==> config.mk <==
export PLATFORM = sky130hd
export DESIGN_NAME = sct_seq
export DESIGN_NICKNAME = d
export VERILOG_FILES = /design/src/sct_pkg.sv /design/src/sct_seq.sv /design/src/sct_chan_mem.sv
export SDC_FILE = /design/constraint.sdc
export NUM_CORES = 1
export LEC_CHECK = 0
export BUFFER_PORTS_ARGS = -buffer_cell sky130_fd_sc_hd__buf_4
export CAP_MARGIN = 20
export CORE_MARGIN = 5
export CORE_UTILIZATION = 30
export CTS_BUF_LIST = sky130_fd_sc_hd__clkbuf_4
export CTS_CLUSTER_SIZE = 30
export DETAILED_ROUTE_END_ITERATION = 16
export GPL_TIMING_DRIVEN = 1
export PLACE_DENSITY_LB_ADDON = 0.3
export SYNTH_ARGS = -nofsm -noshare
export SYNTH_HDL_FRONTEND = slang
export SYNTH_SLANG_ARGS = --single-unit
==> constraint.sdc <==
create_clock -name MCLK -period 15.2 [get_ports MCLK]
set_clock_uncertainty 0.1 [all_clocks]
set_input_delay 0.76 -clock MCLK [delete_from_list [all_inputs] [get_ports MCLK]]
set_output_delay 0.76 -clock MCLK [all_outputs]
set_load 0.05 [all_outputs]
==> src/sct_pkg.sv <==
// shared constants, register map and types of the sample clock trigger sequencer
// assumes a 25 MHz system clock and an AXI4-Lite register bus
// Overview of operation
// - react to rising edges of pacing clocks
// - whole-list mode: edge converts entire list
// - single mode: edge converts next channel
// - list pacing select, whole-list by default
// - external pacing only when selected, else timer
// - first entry at edge, then interval spacing
// - no maximum period, no edge timeout
// - single mode wraps to first entry
// - sample readable in its own cycle
// - no trailing clock after stop
// - slave role with flush-dependent units
// - master or slave clock role supported
// - dedicated trigger input starts, stops sampling
// - no samples before trigger event
// - input and output triggers: single-shot, gated
// - internal timers pace input and output
// - single-shot waits trigger, input side runs to count
// - gated runs while trigger high
// - trigger select: single-shot, gated, disabled default
// - gated stop only at list/channel boundaries
package sct_pkg;
  localparam int CLK_NS = 40;
  localparam int SYNC_MARGIN_NS = 200;
  localparam int SYNC_MARGIN_CYC = (SYNC_MARGIN_NS + CLK_NS - 1) / CLK_NS;
  // per-gain minimum sample times, gain codes 0..3 = 1, 4, 10, 40
  localparam int MIN_G1_NS = 4000;
  localparam int MIN_G4_NS = 10000;
  localparam int MIN_G10_NS = 10000;
  localparam int MIN_G40_NS = 50000;
  localparam int MIN_G1_CYC = (MIN_G1_NS + CLK_NS - 1) / CLK_NS;
  localparam int MIN_G4_CYC = (MIN_G4_NS + CLK_NS - 1) / CLK_NS;
  localparam int MIN_G10_CYC = (MIN_G10_NS + CLK_NS - 1) / CLK_NS;
  localparam int MIN_G40_CYC = (MIN_G40_NS + CLK_NS - 1) / CLK_NS;
  localparam logic [7:0] A_CTRL = 8'h00;
  localparam logic [7:0] A_IVAL = 8'h04;
  localparam logic [7:0] A_LEN = 8'h08;
  localparam logic [7:0] A_COUNT = 8'h0C;
  localparam logic [7:0] A_STAT = 8'h10;
  localparam logic [7:0] A_SAMPLE = 8'h14;
  localparam logic [7:0] A_TAKEN = 8'h18;
  localparam logic [7:0] A_OIVAL = 8'h1C;
  localparam logic [7:0] A_LIST = 8'h40;
  // control and status register fields
  localparam int C_START = 0;
  localparam int C_STOP = 1;
  localparam int C_LIST = 2;
  localparam int C_EXT = 3;
  localparam int C_TRIG = 4;
  localparam int C_MASTER = 6;
  localparam int C_OEN = 7;
  localparam int C_OEXT = 8;
  localparam int C_OTRIG = 9;
  localparam int C_GAIN = 11;
  localparam int S_PERR = 8;
  localparam logic [15:0] IVAL_RST = 16'h0064;
  localparam logic [4:0] LEN_RST = 5'h01;
  localparam logic [1:0] RESP_OK = 2'h0;
  localparam logic [1:0] RESP_ERR = 2'h2;
  typedef enum logic [1:0] {TRG_OFF = 2'h0, TRG_SINGLE = 2'h1, TRG_GATED = 2'h2} sct_trig_t;
  typedef enum logic [3:0] {ST_IDLE = 4'h1, ST_ARM = 4'h2, ST_WAIT = 4'h4, ST_BURST = 4'h8} sct_st_t;
  typedef struct packed {
    logic start;
    logic [7:0] chan;
  } sct_conv_t;
  typedef struct packed {
    logic valid;
    logic [15:0] data;
  } sct_adc_t;
  typedef struct packed {
    logic aw_got, w_got, awrdy, wrdy, bvalid, arrdy, rvalid;
    logic [1:0] bresp, rresp;
    logic [7:0] awaddr;
    logic [31:0] wdata, rdata;
    logic list_pace, ext_sel, master, out_en, out_ext;
    sct_trig_t trig_mode, out_trig;
    logic [1:0] gain;
    logic [15:0] ival, oival;
    logic [4:0] len;
    logic [31:0] count_lim, taken;
    logic [15:0] sample;
    logic [7:0] sample_chan;
    logic [1:0] eclk_s, sclk_s, trig_s, oclk_s, otrig_s;
    logic pace_d, oclk_d;
    sct_st_t st;
    logic [3:0] idx;
    logic [15:0] tmr, gap, otmr;
    logic perr, conv, sync_out, orun, out_upd;
    logic [7:0] conv_chan;
  } sct_state_t;
endpackage

==> src/sct_seq.sv <==
// conversion sequencer: paces a channel list from a timer or an external clock,
// gated by a hardware trigger, with an AXI4-Lite register file
// assumes external pins are asynchronous and the converter answers on ADC
`timescale 1ns/1ns
module sct_seq import sct_pkg::*; #(
  parameter int LIST_DEPTH = 16
) (
  input wire logic MCLK,
  input wire logic NRST,
  input wire logic [7:0] S_AXI_AWADDR,
  input wire logic S_AXI_AWVALID,
  output logic S_AXI_AWREADY,
  input wire logic [31:0] S_AXI_WDATA,
  input wire logic [3:0] S_AXI_WSTRB,
  input wire logic S_AXI_WVALID,
  output logic S_AXI_WREADY,
  output logic [1:0] S_AXI_BRESP,
  output logic S_AXI_BVALID,
  input wire logic S_AXI_BREADY,
  input wire logic [7:0] S_AXI_ARADDR,
  input wire logic S_AXI_ARVALID,
  output logic S_AXI_ARREADY,
  output logic [31:0] S_AXI_RDATA,
  output logic [1:0] S_AXI_RRESP,
  output logic S_AXI_RVALID,
  input wire logic S_AXI_RREADY,
  input wire logic EXT_CLK_IN,
  input wire logic SYNC_CLK_IN,
  output logic SYNC_CLK_OUT,
  input wire logic TRIG_IN,
  input wire logic EXT_CLK_OUT,
  input wire logic TRIG_OUT,
  output logic OUT_UPDATE,
  output sct_conv_t CONV,
  input wire sct_adc_t ADC
);
  localparam int IW = $clog2(LIST_DEPTH);
  sct_state_t s, n;
  logic [7:0] mem_rd;
  logic mem_we;

  function automatic logic [15:0] gain_min(input logic [1:0] g);
    case (g)
      2'h0: gain_min = 16'(MIN_G1_CYC);
      2'h1: gain_min = 16'(MIN_G4_CYC);
      2'h2: gain_min = 16'(MIN_G10_CYC);
      default: gain_min = 16'(MIN_G40_CYC);
    endcase
  endfunction

  sct_chan_mem #(.DEPTH(LIST_DEPTH), .WIDTH(8)) u_mem (
    .clk(MCLK),
    .we(mem_we),
    .waddr(s.awaddr[IW+1:2]),
    .wdata(s.wdata[7:0]),
    .raddr(s.idx),
    .rdata(mem_rd)
  );

  ////////////////////////////////////////////////////////////////////////////
  logic wr_go, rd_go, pace_src, pace_edge, itick, otick, gate_hi, last;
  logic [15:0] iv;
  logic [23:0] need;
  logic [31:0] rd_val;
  logic rd_ok;

  always_comb begin
    n = s;
    // two-stage synchronisers on every clock and trigger pin
    n.eclk_s = {s.eclk_s[0], EXT_CLK_IN};
    n.sclk_s = {s.sclk_s[0], SYNC_CLK_IN};
    n.trig_s = {s.trig_s[0], TRIG_IN};
    n.oclk_s = {s.oclk_s[0], EXT_CLK_OUT};
    n.otrig_s = {s.otrig_s[0], TRIG_OUT};
    // master paces from its own pin, slave from the shared clock
    // slave role takes the shared clock in
    pace_src = s.master ? s.eclk_s[1] : s.sclk_s[1];
    n.pace_d = pace_src;
    n.oclk_d = s.oclk_s[1];
    pace_edge = pace_src & ~s.pace_d;
    iv = (s.ival < 16'h0002) ? 16'h0002 : s.ival;
    last = ({1'b0, s.idx} + 5'h01) >= ((s.len == 5'h00) ? 5'h01 : s.len);
    gate_hi = s.trig_s[1];
    mem_we = 1'b0;

    // AXI write: address and data in either order, response after both
    n.awrdy = 1'b0;
    n.wrdy = 1'b0;
    if (S_AXI_AWVALID && s.awrdy) begin
      n.aw_got = 1'b1;
      n.awaddr = S_AXI_AWADDR;
    end
    if (S_AXI_WVALID && s.wrdy) begin
      n.w_got = 1'b1;
      n.wdata = S_AXI_WDATA;
    end
    wr_go = s.aw_got && s.w_got && !s.bvalid;
    if (S_AXI_BVALID && S_AXI_BREADY) begin
      n.bvalid = 1'b0;
    end
    if (!n.aw_got && !n.bvalid) begin
      n.awrdy = !(S_AXI_AWVALID && s.awrdy);
    end
    if (!n.w_got && !n.bvalid) begin
      n.wrdy = !(S_AXI_WVALID && s.wrdy);
    end
    n.conv = 1'b0;
    n.sync_out = 1'b0;
    n.out_upd = 1'b0;
    if (wr_go) begin
      n.aw_got = 1'b0;
      n.w_got = 1'b0;
      n.bvalid = 1'b1;
      n.bresp = RESP_OK;
      case (s.awaddr)
        A_CTRL: begin
          // list pacing held here, whole-list after reset
          n.list_pace = s.wdata[C_LIST];
          n.ext_sel = s.wdata[C_EXT];
          n.trig_mode = sct_trig_t'(s.wdata[C_TRIG+:2]);
          n.master = s.wdata[C_MASTER];
          n.out_en = s.wdata[C_OEN];
          n.out_ext = s.wdata[C_OEXT];
          n.out_trig = sct_trig_t'(s.wdata[C_OTRIG+:2]);
          n.gain = s.wdata[C_GAIN+:2];
        end
        A_IVAL: n.ival = s.wdata[15:0];
        A_LEN: n.len = s.wdata[4:0];
        A_COUNT: n.count_lim = s.wdata;
        A_OIVAL: n.oival = s.wdata[15:0];
        A_STAT: begin
          if (s.wdata[S_PERR]) begin
            n.perr = 1'b0;
          end
        end
        default: begin
          if (s.awaddr >= A_LIST && s.awaddr < A_LIST + 8'(4 * LIST_DEPTH)) begin
            mem_we = 1'b1;
          end else begin
            n.bresp = RESP_ERR;
          end
        end
      endcase
    end

    // AXI read
    rd_go = S_AXI_ARVALID && s.arrdy;
    rd_ok = 1'b1;
    case (S_AXI_ARADDR)
      A_CTRL: rd_val = {19'h0, s.gain, s.out_trig, s.out_ext, s.out_en, s.master,
                        s.trig_mode, s.ext_sel, s.list_pace, 2'h0};
      A_IVAL: rd_val = {16'h0, s.ival};
      A_LEN: rd_val = {27'h0, s.len};
      A_COUNT: rd_val = s.count_lim;
      // interval below the gain minimum shows in the status word
      A_STAT: rd_val = {22'h0, (s.ival < gain_min(s.gain)), s.perr, s.st, 4'(s.idx)};
      // last sample is readable right after it lands
      A_SAMPLE: rd_val = {8'h0, s.sample_chan, s.sample};
      A_TAKEN: rd_val = s.taken;
      A_OIVAL: rd_val = {16'h0, s.oival};
      default: begin
        rd_val = 32'h0;
        rd_ok = 1'b0;
      end
    endcase
    if (rd_go) begin
      n.rvalid = 1'b1;
      n.rdata = rd_val;
      n.rresp = rd_ok ? RESP_OK : RESP_ERR;
      n.arrdy = 1'b0;
    end else if (s.rvalid && S_AXI_RREADY) begin
      n.rvalid = 1'b0;
      n.arrdy = 1'b1;
    end else if (!s.rvalid) begin
      // ready comes up by itself after reset, otherwise no first read is ever taken
      n.arrdy = 1'b1;
    end

    // converter result captured on its valid cycle
    if (ADC.valid) begin
      n.sample = ADC.data;
      n.sample_chan = s.conv_chan;
    end

    // edge gap saturates, never times out
    if (pace_edge) begin
      n.gap = 16'h0001;
    end else if (s.gap != 16'hFFFF) begin
      n.gap = s.gap + 16'h0001;
    end
    // one margin constant for both pacing modes
    need = (s.list_pace ? 24'(iv * s.len) : 24'(iv)) + 24'(SYNC_MARGIN_CYC);
    // whole-list period checked single-channel period checked
    if (s.ext_sel && pace_edge && (s.st == ST_WAIT || s.st == ST_BURST)) begin
      if ({8'h0, s.gap} <= need || s.st == ST_BURST) begin
        n.perr = 1'b1;
      end
    end

    itick = (s.tmr == 16'h0000);
    if (s.st == ST_WAIT || s.st == ST_BURST) begin
      n.tmr = itick ? 16'(iv - 16'h0001) : 16'(s.tmr - 16'h0001);
    end

    case (s.st)
      ST_IDLE: begin
        n.idx = 4'h0;
      end
      ST_ARM: begin
        // dedicated trigger starts sampling nothing before it
        if (s.trig_mode == TRG_OFF || gate_hi) begin
          n.st = ST_WAIT;
          n.tmr = 16'h0000;
        end
      end
      ST_WAIT: begin
        // gate low halts only at a boundary
        if (s.trig_mode == TRG_GATED && !gate_hi && (!s.list_pace || s.idx == 4'h0)) begin
          n.st = ST_ARM;
        // external edge or internal timer, never both
        end else if (s.ext_sel ? pace_edge : itick) begin
          n.conv = 1'b1;
          // whole-list burst from the edge first entry at the edge
          if (s.ext_sel && s.list_pace && !last) begin
            n.st = ST_BURST;
            n.tmr = 16'(iv - 16'h0001);
          end
          // single channel per edge wrap at list end
          n.idx = last ? 4'h0 : s.idx + 4'h1;
        end
      end
      ST_BURST: begin
        if (itick) begin
          n.conv = 1'b1;
          n.idx = last ? 4'h0 : s.idx + 4'h1;
          if (last) begin
            n.st = ST_WAIT;
          end
        end
      end
      default: n.st = ST_IDLE;
    endcase
    if (n.conv) begin
      n.taken = s.taken + 32'h1;
      n.conv_chan = mem_rd;
      // shared clock pulses only with a real conversion
      n.sync_out = s.master;
      // stop on reaching the sample count
      if (s.count_lim != 32'h0 && n.taken >= s.count_lim) begin
        n.st = ST_IDLE;
      end
    end
    if (wr_go && s.awaddr == A_CTRL) begin
      if (s.wdata[C_STOP]) begin
        n.st = ST_IDLE;
      end else if (s.wdata[C_START]) begin
        n.st = ST_ARM;
        n.idx = 4'h0;
        n.taken = 32'h0;
      end
    end

    // output side trigger, single-shot or gated
    case (s.out_trig)
      TRG_SINGLE: n.orun = s.out_en && (s.orun || s.otrig_s[1]);
      TRG_GATED: n.orun = s.out_en && s.otrig_s[1];
      default: n.orun = s.out_en;
    endcase
    otick = s.out_ext ? (s.oclk_s[1] & ~s.oclk_d) : (s.otmr == 16'h0000);
    if (s.orun) begin
      n.otmr = (s.otmr == 16'h0000) ? 16'(s.oival - 16'h0001) : 16'(s.otmr - 16'h0001);
      n.out_upd = otick;
    end else begin
      n.otmr = 16'h0000;
    end
  end

  always_ff @(posedge MCLK or negedge NRST) begin
    if (!NRST) begin
      s <= '0;
      s.list_pace <= 1'b1;
      s.master <= 1'b1;
      s.ival <= IVAL_RST;
      s.oival <= IVAL_RST;
      s.len <= LEN_RST;
      s.trig_mode <= TRG_OFF;
      s.out_trig <= TRG_OFF;
      s.st <= ST_IDLE;
    end else begin
      s <= n;
    end
  end

  assign S_AXI_AWREADY = s.awrdy;
  assign S_AXI_WREADY = s.wrdy;
  assign S_AXI_BVALID = s.bvalid;
  assign S_AXI_BRESP = s.bresp;
  assign S_AXI_ARREADY = s.arrdy;
  assign S_AXI_RVALID = s.rvalid;
  assign S_AXI_RDATA = s.rdata;
  assign S_AXI_RRESP = s.rresp;
  assign SYNC_CLK_OUT = s.sync_out;
  assign OUT_UPDATE = s.out_upd;
  assign CONV.start = s.conv;
  assign CONV.chan = s.conv_chan;
endmodule

==> src/sct_chan_mem.sv <==
// channel list memory: one write port, one registered read port
// assumes both ports run on the sequencer clock
`timescale 1ns/1ns
module sct_chan_mem import sct_pkg::*; #(
  parameter int DEPTH = 16,
  parameter int WIDTH = 8
) (
  input wire logic clk,
  input wire logic we,
  input wire logic [$clog2(DEPTH)-1:0] waddr,
  input wire logic [WIDTH-1:0] wdata,
  input wire logic [$clog2(DEPTH)-1:0] raddr,
  output logic [WIDTH-1:0] rdata
);
  logic [WIDTH-1:0] mem [DEPTH];

  // no reset on the array; list entries are written before a start
  always_ff @(posedge clk) begin
    if (we) begin
      mem[waddr] <= wdata;
    end
    rdata <= mem[raddr];
  end
endmodule

## Word level (Yosys, flattened, before mapping)

Memories as Yosys holds them, arrays and structs flattened. A register that Yosys moved wholly into a read port is not among the register bits.
Index checks and enable logic that the tools add are counted.

| operators by class | value |
|---|---|
| multipliers | 1 |
| equality and inequality tests | 23 |
| bitwise logic cells | 4 |
| magnitude comparators | 7 |
| reductions and logical operators | 53 |
| multiplexer cells | 73 |
| add/subtract/negate cells | 9 |

Operators by type and width:

| cell | count |
|---|---|
| case mux 32 bit (8 select lines) | 1 |
| 2-to-1 mux 16 bit | 10 |
| 2-to-1 mux 32 bit | 4 |
| 2-to-1 mux 24 bit | 3 |
| subtractor 16 x 1 -> 16 bit (second input constant) | 4 |
| equality test 8 x 5 -> 1 bit (second input constant) | 6 |
| 2-to-1 mux 4 bit | 9 |
| adder 32 x 1 -> 32 bit (second input constant) | 1 |
| equality test 8 x 4 -> 1 bit (second input constant) | 4 |
| >= comparator 32 bit | 1 |
| zero test 16 bit | 2 |
| 2-to-1 mux 8 bit | 4 |
| case mux 16 bit (2 select lines) | 1 |
| nonzero test 32 bit | 1 |
| 2-to-1 mux 1 bit | 28 |
| adder 21 x 3 -> 22 bit (second input constant) | 1 |
| <= comparator 16 x 22 -> 1 bit | 1 |
| case mux 11 bit (2 select lines) | 1 |
| multiplier 16 x 5 -> 21 bit | 1 |
| 2-to-1 mux 21 bit | 1 |
| logical AND 1 bit | 20 |
| 2-to-1 mux 20 bit | 1 |
| adder 16 x 1 -> 16 bit (second input constant) | 1 |
| equality test 8 x 3 -> 1 bit (second input constant) | 2 |
| other kinds (33) | 62 |

| storage, ports and cells | value |
|---|---|
| memory bits (writable) | 128 |
| input bits | 81 |
| memories kept | 1 |
| register bits after elaboration | 300 |
| word-level logic and storage cells | 216 |

Memory list:

| name | words | width | rd ports | clocked after memory_dff | wr ports | RTL line | RTL |
|---|---|---|---|---|---|---|---|
| u_mem.mem | 16 | 8 | 1 | 1 | 1 | sct_chan_mem.sv:15 | `logic [WIDTH-1:0] mem [DEPTH];` |

## Depth between registers and ports, before layout

Gate-level depths: netlist of the first run.

| logic depth | value |
|---|---|
| word-level depth | 16 |
| mapped depth | 28 |

## Cells and area by module

A second synthesis of the first run with hierarchy kept.

| unflattened totals | value |
|---|---|
| cells, all modules | 2171 |
| area total of the unflattened synthesis | 23776.6 um2 |

By module, submodules not included:

| module | area an instance (um2) | times used | cells an instance |
|---|---|---|---|
| sct_seq | 18629.1 | 1 | 1942 |
| sct_chan_mem | 5147.4 | 1 | 229 |

## Worst setup path after synthesis of the first run

OpenSTA, ideal clock, no wires.

| timing | value |
|---|---|
| kind | register to register |
| start | register s[204] in the netlist's numbering |
| end | register s[12] in the netlist's numbering |
| data arrival time | 6277 ps |
| slack | 8684 ps |
| cell stages (with the launch flop) | 27 |
| data required time | 14962 ps |
| clock period less this slack | 6516 ps |
| library setup time | 138 ps |
| cell sequence | dfrtp_1 clkbuf_1 or4_1 nor2_1 nand3_1 nand2_1 inv_1 nor2_1 fa_1 fa_1 inv_1 fa_1 inv_1 ha_1 nor2_1 a211oi_1 o211ai_1 o311ai_0 nand4_1 nor2_1 xnor2_1 ha_1 and3_1 nand3_1 or4_1 a31oi_1 a31oi_1 |

RTL lines:

| element | RTL line | RTL |
|---|---|---|
| start: declaration | sct_seq.sv:38 | `sct_state_t s, n;` |
| start signal: assignment | sct_seq.sv:290 | `s <= n;` |

==> flow_summary.json, run 1 <==
{
  "p_leak_nw": 12.06,
  "dpl-instance-area_um2": 25580,
  "slew_viol_final": 0,
  "drive_above_1_share": 0.2309,
  "max_freq_mhz": 130.4,
  "hold_viol": 0,
  "grt_pass1_wl_um": 108800,
  "track_usage": 0.1631,
  "crit_arrival_ns": 8.33,
  "synthesis.area_um2": 23750,
  "clockBufferDepth": 3,
  "endpoint_kind": "flop",
  "setup_tns_ns": 0,
  "core_um2": 78740,
  "antenna_left": 0,
  "slew-limit-headroom": 0.3038,
  "cts_root_buf": "clkbuf_4",
  "worst_pin_slew_ns": 1.044,
  "ir_drop_mv": 0.08592,
  "avgRoutedWirePerCell_um": 20.11,
  "ff2ff_setup_slack_ns": 7.53,
  "num_rows": 103,
  "initial_core_util": 0.3016,
  "critPathMaxFanout": 7,
  "final.min_clock_period_ns": 7.672,
  "dp_cells": 3223,
  "postCtsSetupBuffers": 0,
  "die_w_um": 291.4,
  "worstSetupStartpointType": "flop",
  "wirelength_um": 70630,
  "antenna_found_initial": 3,
  "finalPower_mw": 3.881,
  "htreeDepth": 3,
  "die_area_um2": 84880,
  "yosys_most_used_dff": "dfrtp_1",
  "cts_buffers": 119,
  "async_flop_share": 0.6866,
  "synth_edf_count": 128,
  "post_layout_nonfiller_instances": 3512,
  "first_iter_violations": 1253,
  "status": "completed",
  "fin_area_um2": 27870,
  "grt_pass1_vias": 18160,
  "ys_ff_latch": 434,
  "clock_latency_ns": 0.95,
  "synth_area_per_cell_um2": 11.02,
  "dr.pass1.iters": 6,
  "ys_seq_area_frac": 0.4831,
  "syn_inst": 2155,
  "dp_hpwl_um": 49390,
  "grt_max_degree": 97,
  "hold_class": "primary input to flop",
  "cts_hold_buf": 67,
  "vias": 17780,
  "grt_setup_unrepaired": "no",
  "final.fill_count": 7828,
  "period_share": 0.5047,
  "setup_viol_count_final": 0,
  "io_pins": 133,
  "cts.sinks": 434,
  "synth_warnings": 0,
  "maxCapViolCount": 0,
  "worstSetupPathType": "flop to flop",
  "dieHeight_um": 291.4,
  "final_cell_mix": "287 x dfrtp_1, 201 x nor2_1, 190 x nand2_1, 189 x clkbuf_4, 156 x buf_4",
  "via_per_inst": 5.061,
  "power_density_nw_per_um2": 139.3,
  "worstPathRequired_ns": 15.86,
  "synth_cell_type_count": 81,
  "cts_resized": 0,
  "final_util": 0.3539,
  "path_clk_slew_ns": 0.06,
  "portBuffers": 126,
  "setup_ws_ns": 7.528,
  "cts_tree": "yes",
  "syn2layout_area_growth_pct": 17.35,
  "layout.nets": 2584,
  "grt_overflow": 0,
  "route.detailed.drc": 0,
  "final_common_cell": "dfrtp_1",
  "holdWs_ns": 0.2216,
  "place_congestion": 0.8828,
  "dp_worst_setup_slack_ns": 7.604
}
-- power by group --
part	internal (mW)	leakage [nW]	switching, mW	total (mW)
sequential	1.39	5.16	0.296	1.69
clock	0.568	0.944	0.521	1.09
combinational	0.469	5.96	0.633	1.10
total	2.43	12.1	1.45	3.88
-- cells by family (layout without fill, tap and decap cells) --
logic type                 count (synthesis)  in the layout  share of synthesized area
and+or+nand+nor                          679            679                     0.1363
DFF                                      434            434                     0.4831
AOI/OAI and AO/OA                        337            337                    0.09394
buffers and inverters                    257            561                    0.04868
muxes                                    182            182                     0.1046
adders and majority gates                140            140                    0.08704
xor gates and xnor gates                 125            125                    0.04610
other                                      1              4                  0.0001579
-- synth_stat cells, drive strengths merged (40+ instances only) --
cell type  count  area, um^2
a21oi         82       410.4
and2          46       290.3
nand2        191       716.9
mux4          40       900.9
edfxtp       128        3844
buf           61       419.2
a22oi         47       366.6
xnor2         68       595.6
dfrtp        288        7207
mux2         130        1464
xor2          57       499.2
nor2         203       769.5
o21ai         75       386.6
inv          117       439.2
ha            98        1226
nand3         57       290.3
fa            42       840.8
clkbuf        78       292.8
-- metal layers --
metal / vias up / share of wire / GRT usage
li1: 8145 / - / -
met1: 8852 / 0.45 / 0.2271
met2: 631 / 0.45 / 0.2531
met3: 145 / 0.070 / 0.03349
met4: 2 / 0.031 / 0.05934
met5: - / 0.00020 / 0
-- registers in the layout, summed over array words and instances, names as in the netlist --
name           count
S_AXI_AWREADY      1
u_mem.rdata        8
S_AXI_ARREADY      1
S_AXI_RVALID       1
CONV               9
S_AXI_BVALID       1
SYNC_CLK_OUT       1
OUT_UPDATE         1
u_mem.mem        128
S_AXI_WREADY       1
S_AXI_BRESP        1
gate_hi            1
n                  6
s                241
S_AXI_RDATA       32
S_AXI_RRESP        1
-- path summary, 6_finish.rpt --
| check | depth (start not counted) | endpoint | start |
|---|---|---|---|
| max | 25 | s[12] | s[202] |
| min | 3 | S_AXI_RDATA[7] | S_AXI_ARADDR[5] |
| max reg2reg | 25 | s[12] | s[202] |
| min reg2reg | 0 | s[80] | n[80] |
| max in group asynchronous | 4 | s[287] | NRST |
| min in group asynchronous | 2 | S_AXI_RDATA[19] | NRST |
-- layout make-up --
class,count,area (um^2),area share
inverter,118,444.2,0.01594
timing repair buffer,225,1877,0.06735
clock inverter,29,167.7,0.006016
antenna,2,5.005,0.0001796
multi-input combinational,1465,11170,0.4007
clock buffer,189,1419,0.05091
tap,1050,1314,0.04714
sequential,434,11470,0.4118
-- critical path: stages (launching register included) --
cell,delay [ns]
dfrtp_1,0.38
or4_1,0.66
nor2_1,0.34
nand3_1,0.15
nand2_1,0.14
inv_1,0.14
nor2_1,0.17
fa_1,0.44
fa_1,0.55
inv_1,0.06
fa_1,0.53
inv_1,0.04
ha_1,0.32
nor2_1,0.07
a211oi_1,0.60
o211ai_1,0.18
o311ai_0,0.55
nand4_1,0.30
nor2_1,0.19
xnor2_1,0.08
ha_1,0.30
and3_1,0.15
nand3_1,0.11
or4_1,0.54
a31oi_1,0.28
a31oi_1,0.13
Power figures use the tool's default switching activity.
==> run 2: changes to the inputs <==
- clock period: 15.2 -> 6.56 ns (I/O delays scaled with it)
==> run 2 against run 1 <==
Sequential power increased by 130%. Sequential share of layout area decreased by 1.6 points. First-iteration DRC count increased by 6.4%. Total power rose by 140%. Maximum frequency increased by 20%. Setup slack worse by 7.3 ns. Clock power is 130% higher. Non-clock buffer count up 109. Highest routed layer unchanged.
==> flow_summary.json, run 2 (synthesized netlist as in run 1, its figures left out) <==
{
  "final_cell_mix": "287 x dfrtp_1, 204 x buf_4, 195 x nor2_1, 188 x nand2_1, 183 x clkbuf_4",
  "path_clk_slew_ns": 0.06,
  "grt_setup_unrepaired": "yes",
  "dieHeight_um": 291.4,
  "avgRoutedWirePerCell_um": 19.85,
  "layout.nets": 2693,
  "crit_arrival_ns": 7.00,
  "period_share": 0.9719,
  "setup_tns_ns": 0,
  "grt_pass1_wl_um": 111600,
  "final.fill_count": 7728,
  "worst_path_max_delay_cell": "or4_4",
  "via_per_inst": 5.054,
  "wirelength_um": 71650,
  "switching_share": 0.3735,
  "dr.pass1.iters": 5,
  "worstPathRequired_ns": 7.19,
  "grt_max_degree": 170,
  "regMostFlops": "s",
  "die_w_um": 291.4,
  "finalPower_mw": 9.272,
  "initial_core_util": 0.3016,
  "cts_tree": "yes",
  "crit_top_cell": "fa_1",
  "p_leak_nw": 12.58,
  "grt_pass1_vias": 18790,
  "die_area_um2": 84880,
  "endpoint_kind": "flop",
  "crit_family": "adder cells",
  "track_usage": 0.1656,
  "register_area_um2": 11470,
  "syn2layout_area_growth_pct": 22.05,
  "maxCapViolCount": 0,
  "critPathMaxFanout": 5,
  "slew_viol_final": 0,
  "largest_register_ffs": 241,
  "grt_overflow": 0,
  "cts_root_buf": "clkbuf_4",
  "worst_pin_slew_ns": 1.123,
  "max_stage_delay_ns": 0.55,
  "max_freq_mhz": 156.9,
  "route.detailed.drc": 0,
  "clockBufferDepth": 3,
  "slew-limit-headroom": 0.2410,
  "hold_viol": 0,
  "ir_drop_mv": 0.2478,
  "status": "completed",
  "drive_above_1_share": 0.2513,
  "vias": 18250,
  "cts.sinks": 434,
  "portBuffers": 126,
  "final.min_clock_period_ns": 6.375,
  "power.share.sequential": 0.415,
  "core_um2": 78740,
  "final_common_cell": "dfrtp_1",
  "place_congestion": 0.8676,
  "p_clk_frac": 0.265,
  "htreeDepth": 3,
  "antenna_found_initial": 2,
  "first_iter_violations": 1333,
  "dp_worst_setup_slack_ns": -0.1652,
  "clock_latency_ns": 0.92,
  "hold_class": "primary input to flop",
  "io_pins": 133,
  "multi_input_area_um2": 11360,
  "setup_ws_ns": 0.1846,
  "worstSetupPathType": "flop to flop",
  "p_sw_mw": 3.464,
  "setup_viol_count_final": 0,
  "cp_num_buf_inv": 3,
  "cts_buffers": 119,
  "p_int_mw": 5.809,
  "num_rows": 103,
  "dp_hpwl_um": 49620,
  "comb_power_share": 0.320,
  "antenna_left": 0,
  "power_density_nw_per_um2": 319.9,
  "worstSetupStartpointType": "flop"
}
run 2: cell types whose count changed in the layout (fill, tap and decap cells not counted), moves of 6 or more:
cell,delta
clkbuf_4,-6
buf_4,+48
dlygate4sd3_1,+59
nor2_1,-6
run 2: path summary, 6_finish.rpt:
kind | from | to | slack (ns) | cells past startpoint
min | S_AXI_WDATA[1] | s[250] | 0.10 | 3
max reg2reg | s[201] | s[12] | 0.18 | 25
min in group asynchronous | NRST | s[131] | 0.43 | 4
max | s[201] | s[12] | 0.18 | 25
min reg2reg | n[80] | s[80] | 0.25 | 0
max in group asynchronous | NRST | s[44] | 4.86 | 4
run 2: worst min-delay path, stage by stage:
cell	delay, ns
dlygate4sd3_1	0.53
buf_4	0.10
mux2_2	0.12
run 2: stage by stage:
stage / utilization / instances / hold slack, ns / instance area (um^2)
after floorplan: - / 2156 / -0.06759 / 23750
after global placement: 0.3286 / 3261 / 0.2105 / 25880
after detailed placement: 0.3287 / 3262 / 0.2120 / 25880
after CTS: 0.3659 / 3607 / 0.001953 / 28810
after global routing: 0.3681 / 3610 / 0.05622 / 28990
final: 0.3681 / 3610 / 0.1040 / 28990
run 2: timing repair:
item | 4_1_cts | 5_1_grt
resized for setup | 12 | 30
endpoints found under the setup margin | 1 | 1
hold endpoints to repair | 340 | 0
pin swaps | 9 | 30
hold buffers | 127 | 0
buffers inserted | 10 | 3
run 2: metal layers:
metal	GRT usage	wire length, um	vias to the layer above	part of all wire
met3	0.03098	4521	133	0.063
met2	0.2592	32740	607	0.46
met1	0.2327	32450	9168	0.45
li1	-	-	8336	-
met4	0.05553	1922	2	0.027
met5	0	9	-	0.00013
run 2: cell type report:
cell class / count / share of cell area
sequential: 434 / 0.3959
clock inverter: 25 / 0.005007
clock buffer: 183 / 0.04740
timing repair buffer: 334 / 0.09889
tap: 1050 / 0.04533
antenna: 1 / 0.00008633
inverter: 118 / 0.01532
multi-input combinational: 1465 / 0.3921
run 2: power groups by stage:
stage	registers, mW	clock network [mW]	logic [mW]
after floorplan	3.57	0	1.91
after global placement	3.86	0	2.67
after detailed placement	3.88	0	2.71
after CTS	3.83	2.55	2.86
after global routing	3.89	2.70	3.27
final	3.85	2.46	2.96
==> run 3: changes to the inputs <==
- PLACE_DENSITY_LB_ADDON: 0.3 -> 0.15
==> run 3 against run 2 <==
Clock-buffer cell count is 24 higher. Critical path depth is 1 higher. Sequential share of layout area is 0.86 points lower. Via count hardly changed.
==> flow_summary.json, run 3 (synthesized netlist as in run 1, its figures left out) <==
{
  "status": "completed",
  "clock_latency_ns": 0.96,
  "first_iter_violations": 1210,
  "dr.pass1.iters": 5,
  "htreeDepth": 4,
  "p_leak_nw": 12.90,
  "wirelength_um": 75900,
  "timing.rr.end": "s[12]",
  "drive_above_1_share": 0.2559,
  "worst_path_max_delay_cell": "or4_4",
  "cts_root_buf": "clkbuf_4",
  "path_clk_slew_ns": 0.06,
  "worst_pin_slew_ns": 1.167,
  "whs_endpoint": "S_AXI_RVALID",
  "grt_util_met3": 0.03464,
  "grt_pass1_wl_um": 116400,
  "register_area_um2": 11470,
  "vias": 18260,
  "layout.nets": 2752,
  "clockBufferDepth": 3,
  "worstSetupPathType": "flop to flop",
  "use_met2": 0.2742,
  "holdPathStages": 4,
  "track_usage": 0.1769,
  "worstReg2RegStart": "s[201]",
  "crit_top_cell": "fa_1",
  "regMostFlops": "s",
  "busiest_layer": "met2",
  "final_common_cell": "dfrtp_1",
  "power_density_nw_per_um2": 324.7,
  "place_congestion": 0.8617,
  "dp_hpwl_um": 52620,
  "via_per_inst": 4.960,
  "hold_class": "primary input to flop",
  "slew_viol_final": 0,
  "endpoint_kind": "flop",
  "final.min_clock_period_ns": 6.405,
  "cts.sinks": 434,
  "core_um2": 78740,
  "grt_overflow": 0,
  "num_rows": 103,
  "cts_tree": "yes",
  "finalPower_mw": 9.619,
  "grt_pass1_vias": 18920,
  "syn2layout_area_growth_pct": 24.75,
  "period_share": 0.9764,
  "max_freq_mhz": 156.1,
  "largest_register_ffs": 241,
  "worstSetupStartpointType": "flop",
  "setup_tns_ns": 0,
  "antenna_left": 0,
  "initial_core_util": 0.3016,
  "grt.met1_usage": 0.2492,
  "cts_buffers": 131,
  "reg2regPathDepth": 26,
  "route.detailed.drc": 0,
  "grt_setup_unrepaired": "yes",
  "maxCapViolCount": 0,
  "grt_max_degree": 134,
  "slew-limit-headroom": 0.2199,
  "portBuffers": 126,
  "io_pins": 133,
  "final.fill_count": 7833,
  "hold_start": "S_AXI_RREADY",
  "antenna_found_initial": 2,
  "ff2ff_setup_slack_ns": 0.15,
  "setup_viol_count_final": 0,
  "avgRoutedWirePerCell_um": 20.61,
  "die_w_um": 291.4,
  "ir_drop_mv": 0.1957,
  "critPathMaxFanout": 4,
  "multi_input_area_um2": 11320,
  "hold_viol": 0,
  "worstPathRequired_ns": 7.25,
  "die_area_um2": 84880,
  "max_stage_delay_ns": 0.56,
  "crit_arrival_ns": 7.09,
  "dieHeight_um": 291.4,
  "final_cell_mix": "287 x dfrtp_1, 210 x buf_4, 207 x clkbuf_4, 196 x nor2_1, 188 x nand2_1"
}
==> run 3: timing repair <==
| action | 4_1_cts | 5_1_grt |
|---|---|---|
| hold endpoints to repair | 397 | 0 |
| hold buffers | 167 | 0 |
| setup buffers | 2 | 5 |
| pin swaps | 2 | 30 |
| setup endpoints to repair | 1 | 1 |
| resized for setup | 10 | 25 |
==> run 3: power breakdown <==
group / internal [mW] / switching [mW]
Sequential: 3.23 / 0.577
Combinational: 1.34 / 1.72
Clock: 1.51 / 1.24
Total: 6.07 / 3.54
==> run 3: critical path, delay by kind of cell, from the launching register on <==
kind	cells	cell delay [ns]
buf+inv	4	0.48
fa+ha+maj	5	2.04
compound gates	6	1.11
flops	1	0.37
xor+xnor	1	0.09
simple gates	10	2.05
==> run 3: routing by layer <==
metal / up-vias / wire length, um
met3: 120 / 3658
met5: - / 0
li1: 8468 / -
met4: 0 / 1925
met2: 491 / 34500
met1: 9184 / 35820
==> run 3: area by class of cell <==
type,instances,share of cell area
clock inverters,25,0.006082
well taps,1050,0.04434
flip-flops and latches,434,0.3873
inverters,118,0.01499
diodes,2,0.0001689
repair buffers,381,0.1125
clock buffers,207,0.05245
multi-input cells,1465,0.3822
==> run 3: worst max-delay path by stage <==
stage          startpoint     to  cells after the start
6_report           s[201]  s[12]                     26
5_1_grt            s[201]  s[12]                     27
4_1_cts            s[202]  s[12]                     26
2_1_floorplan      s[204]  s[12]                     26
3_3_place_gp       s[202]  s[12]                     27
3_5_place_dp       s[202]  s[12]                     27
==> run 3: per-stage QoR <==
| stage | hold slack [ns] | instance area (um^2) | setup slack (ns) | instances | utilization |
|---|---|---|---|---|---|
| floorplan | -0.06759 | 23750 | 0.04432 | 2156 | - |
| global placement | 0.2320 | 25960 | -0.01840 | 3272 | 0.3297 |
| detailed placement | 0.2347 | 25970 | -0.07632 | 3273 | 0.3298 |
| CTS | 0.02498 | 29440 | 0.004956 | 3674 | 0.3739 |
| global route | 0.09389 | 29630 | -0.1442 | 3682 | 0.3762 |
| finish | 0.1577 | 29630 | 0.1548 | 3682 | 0.3762 |
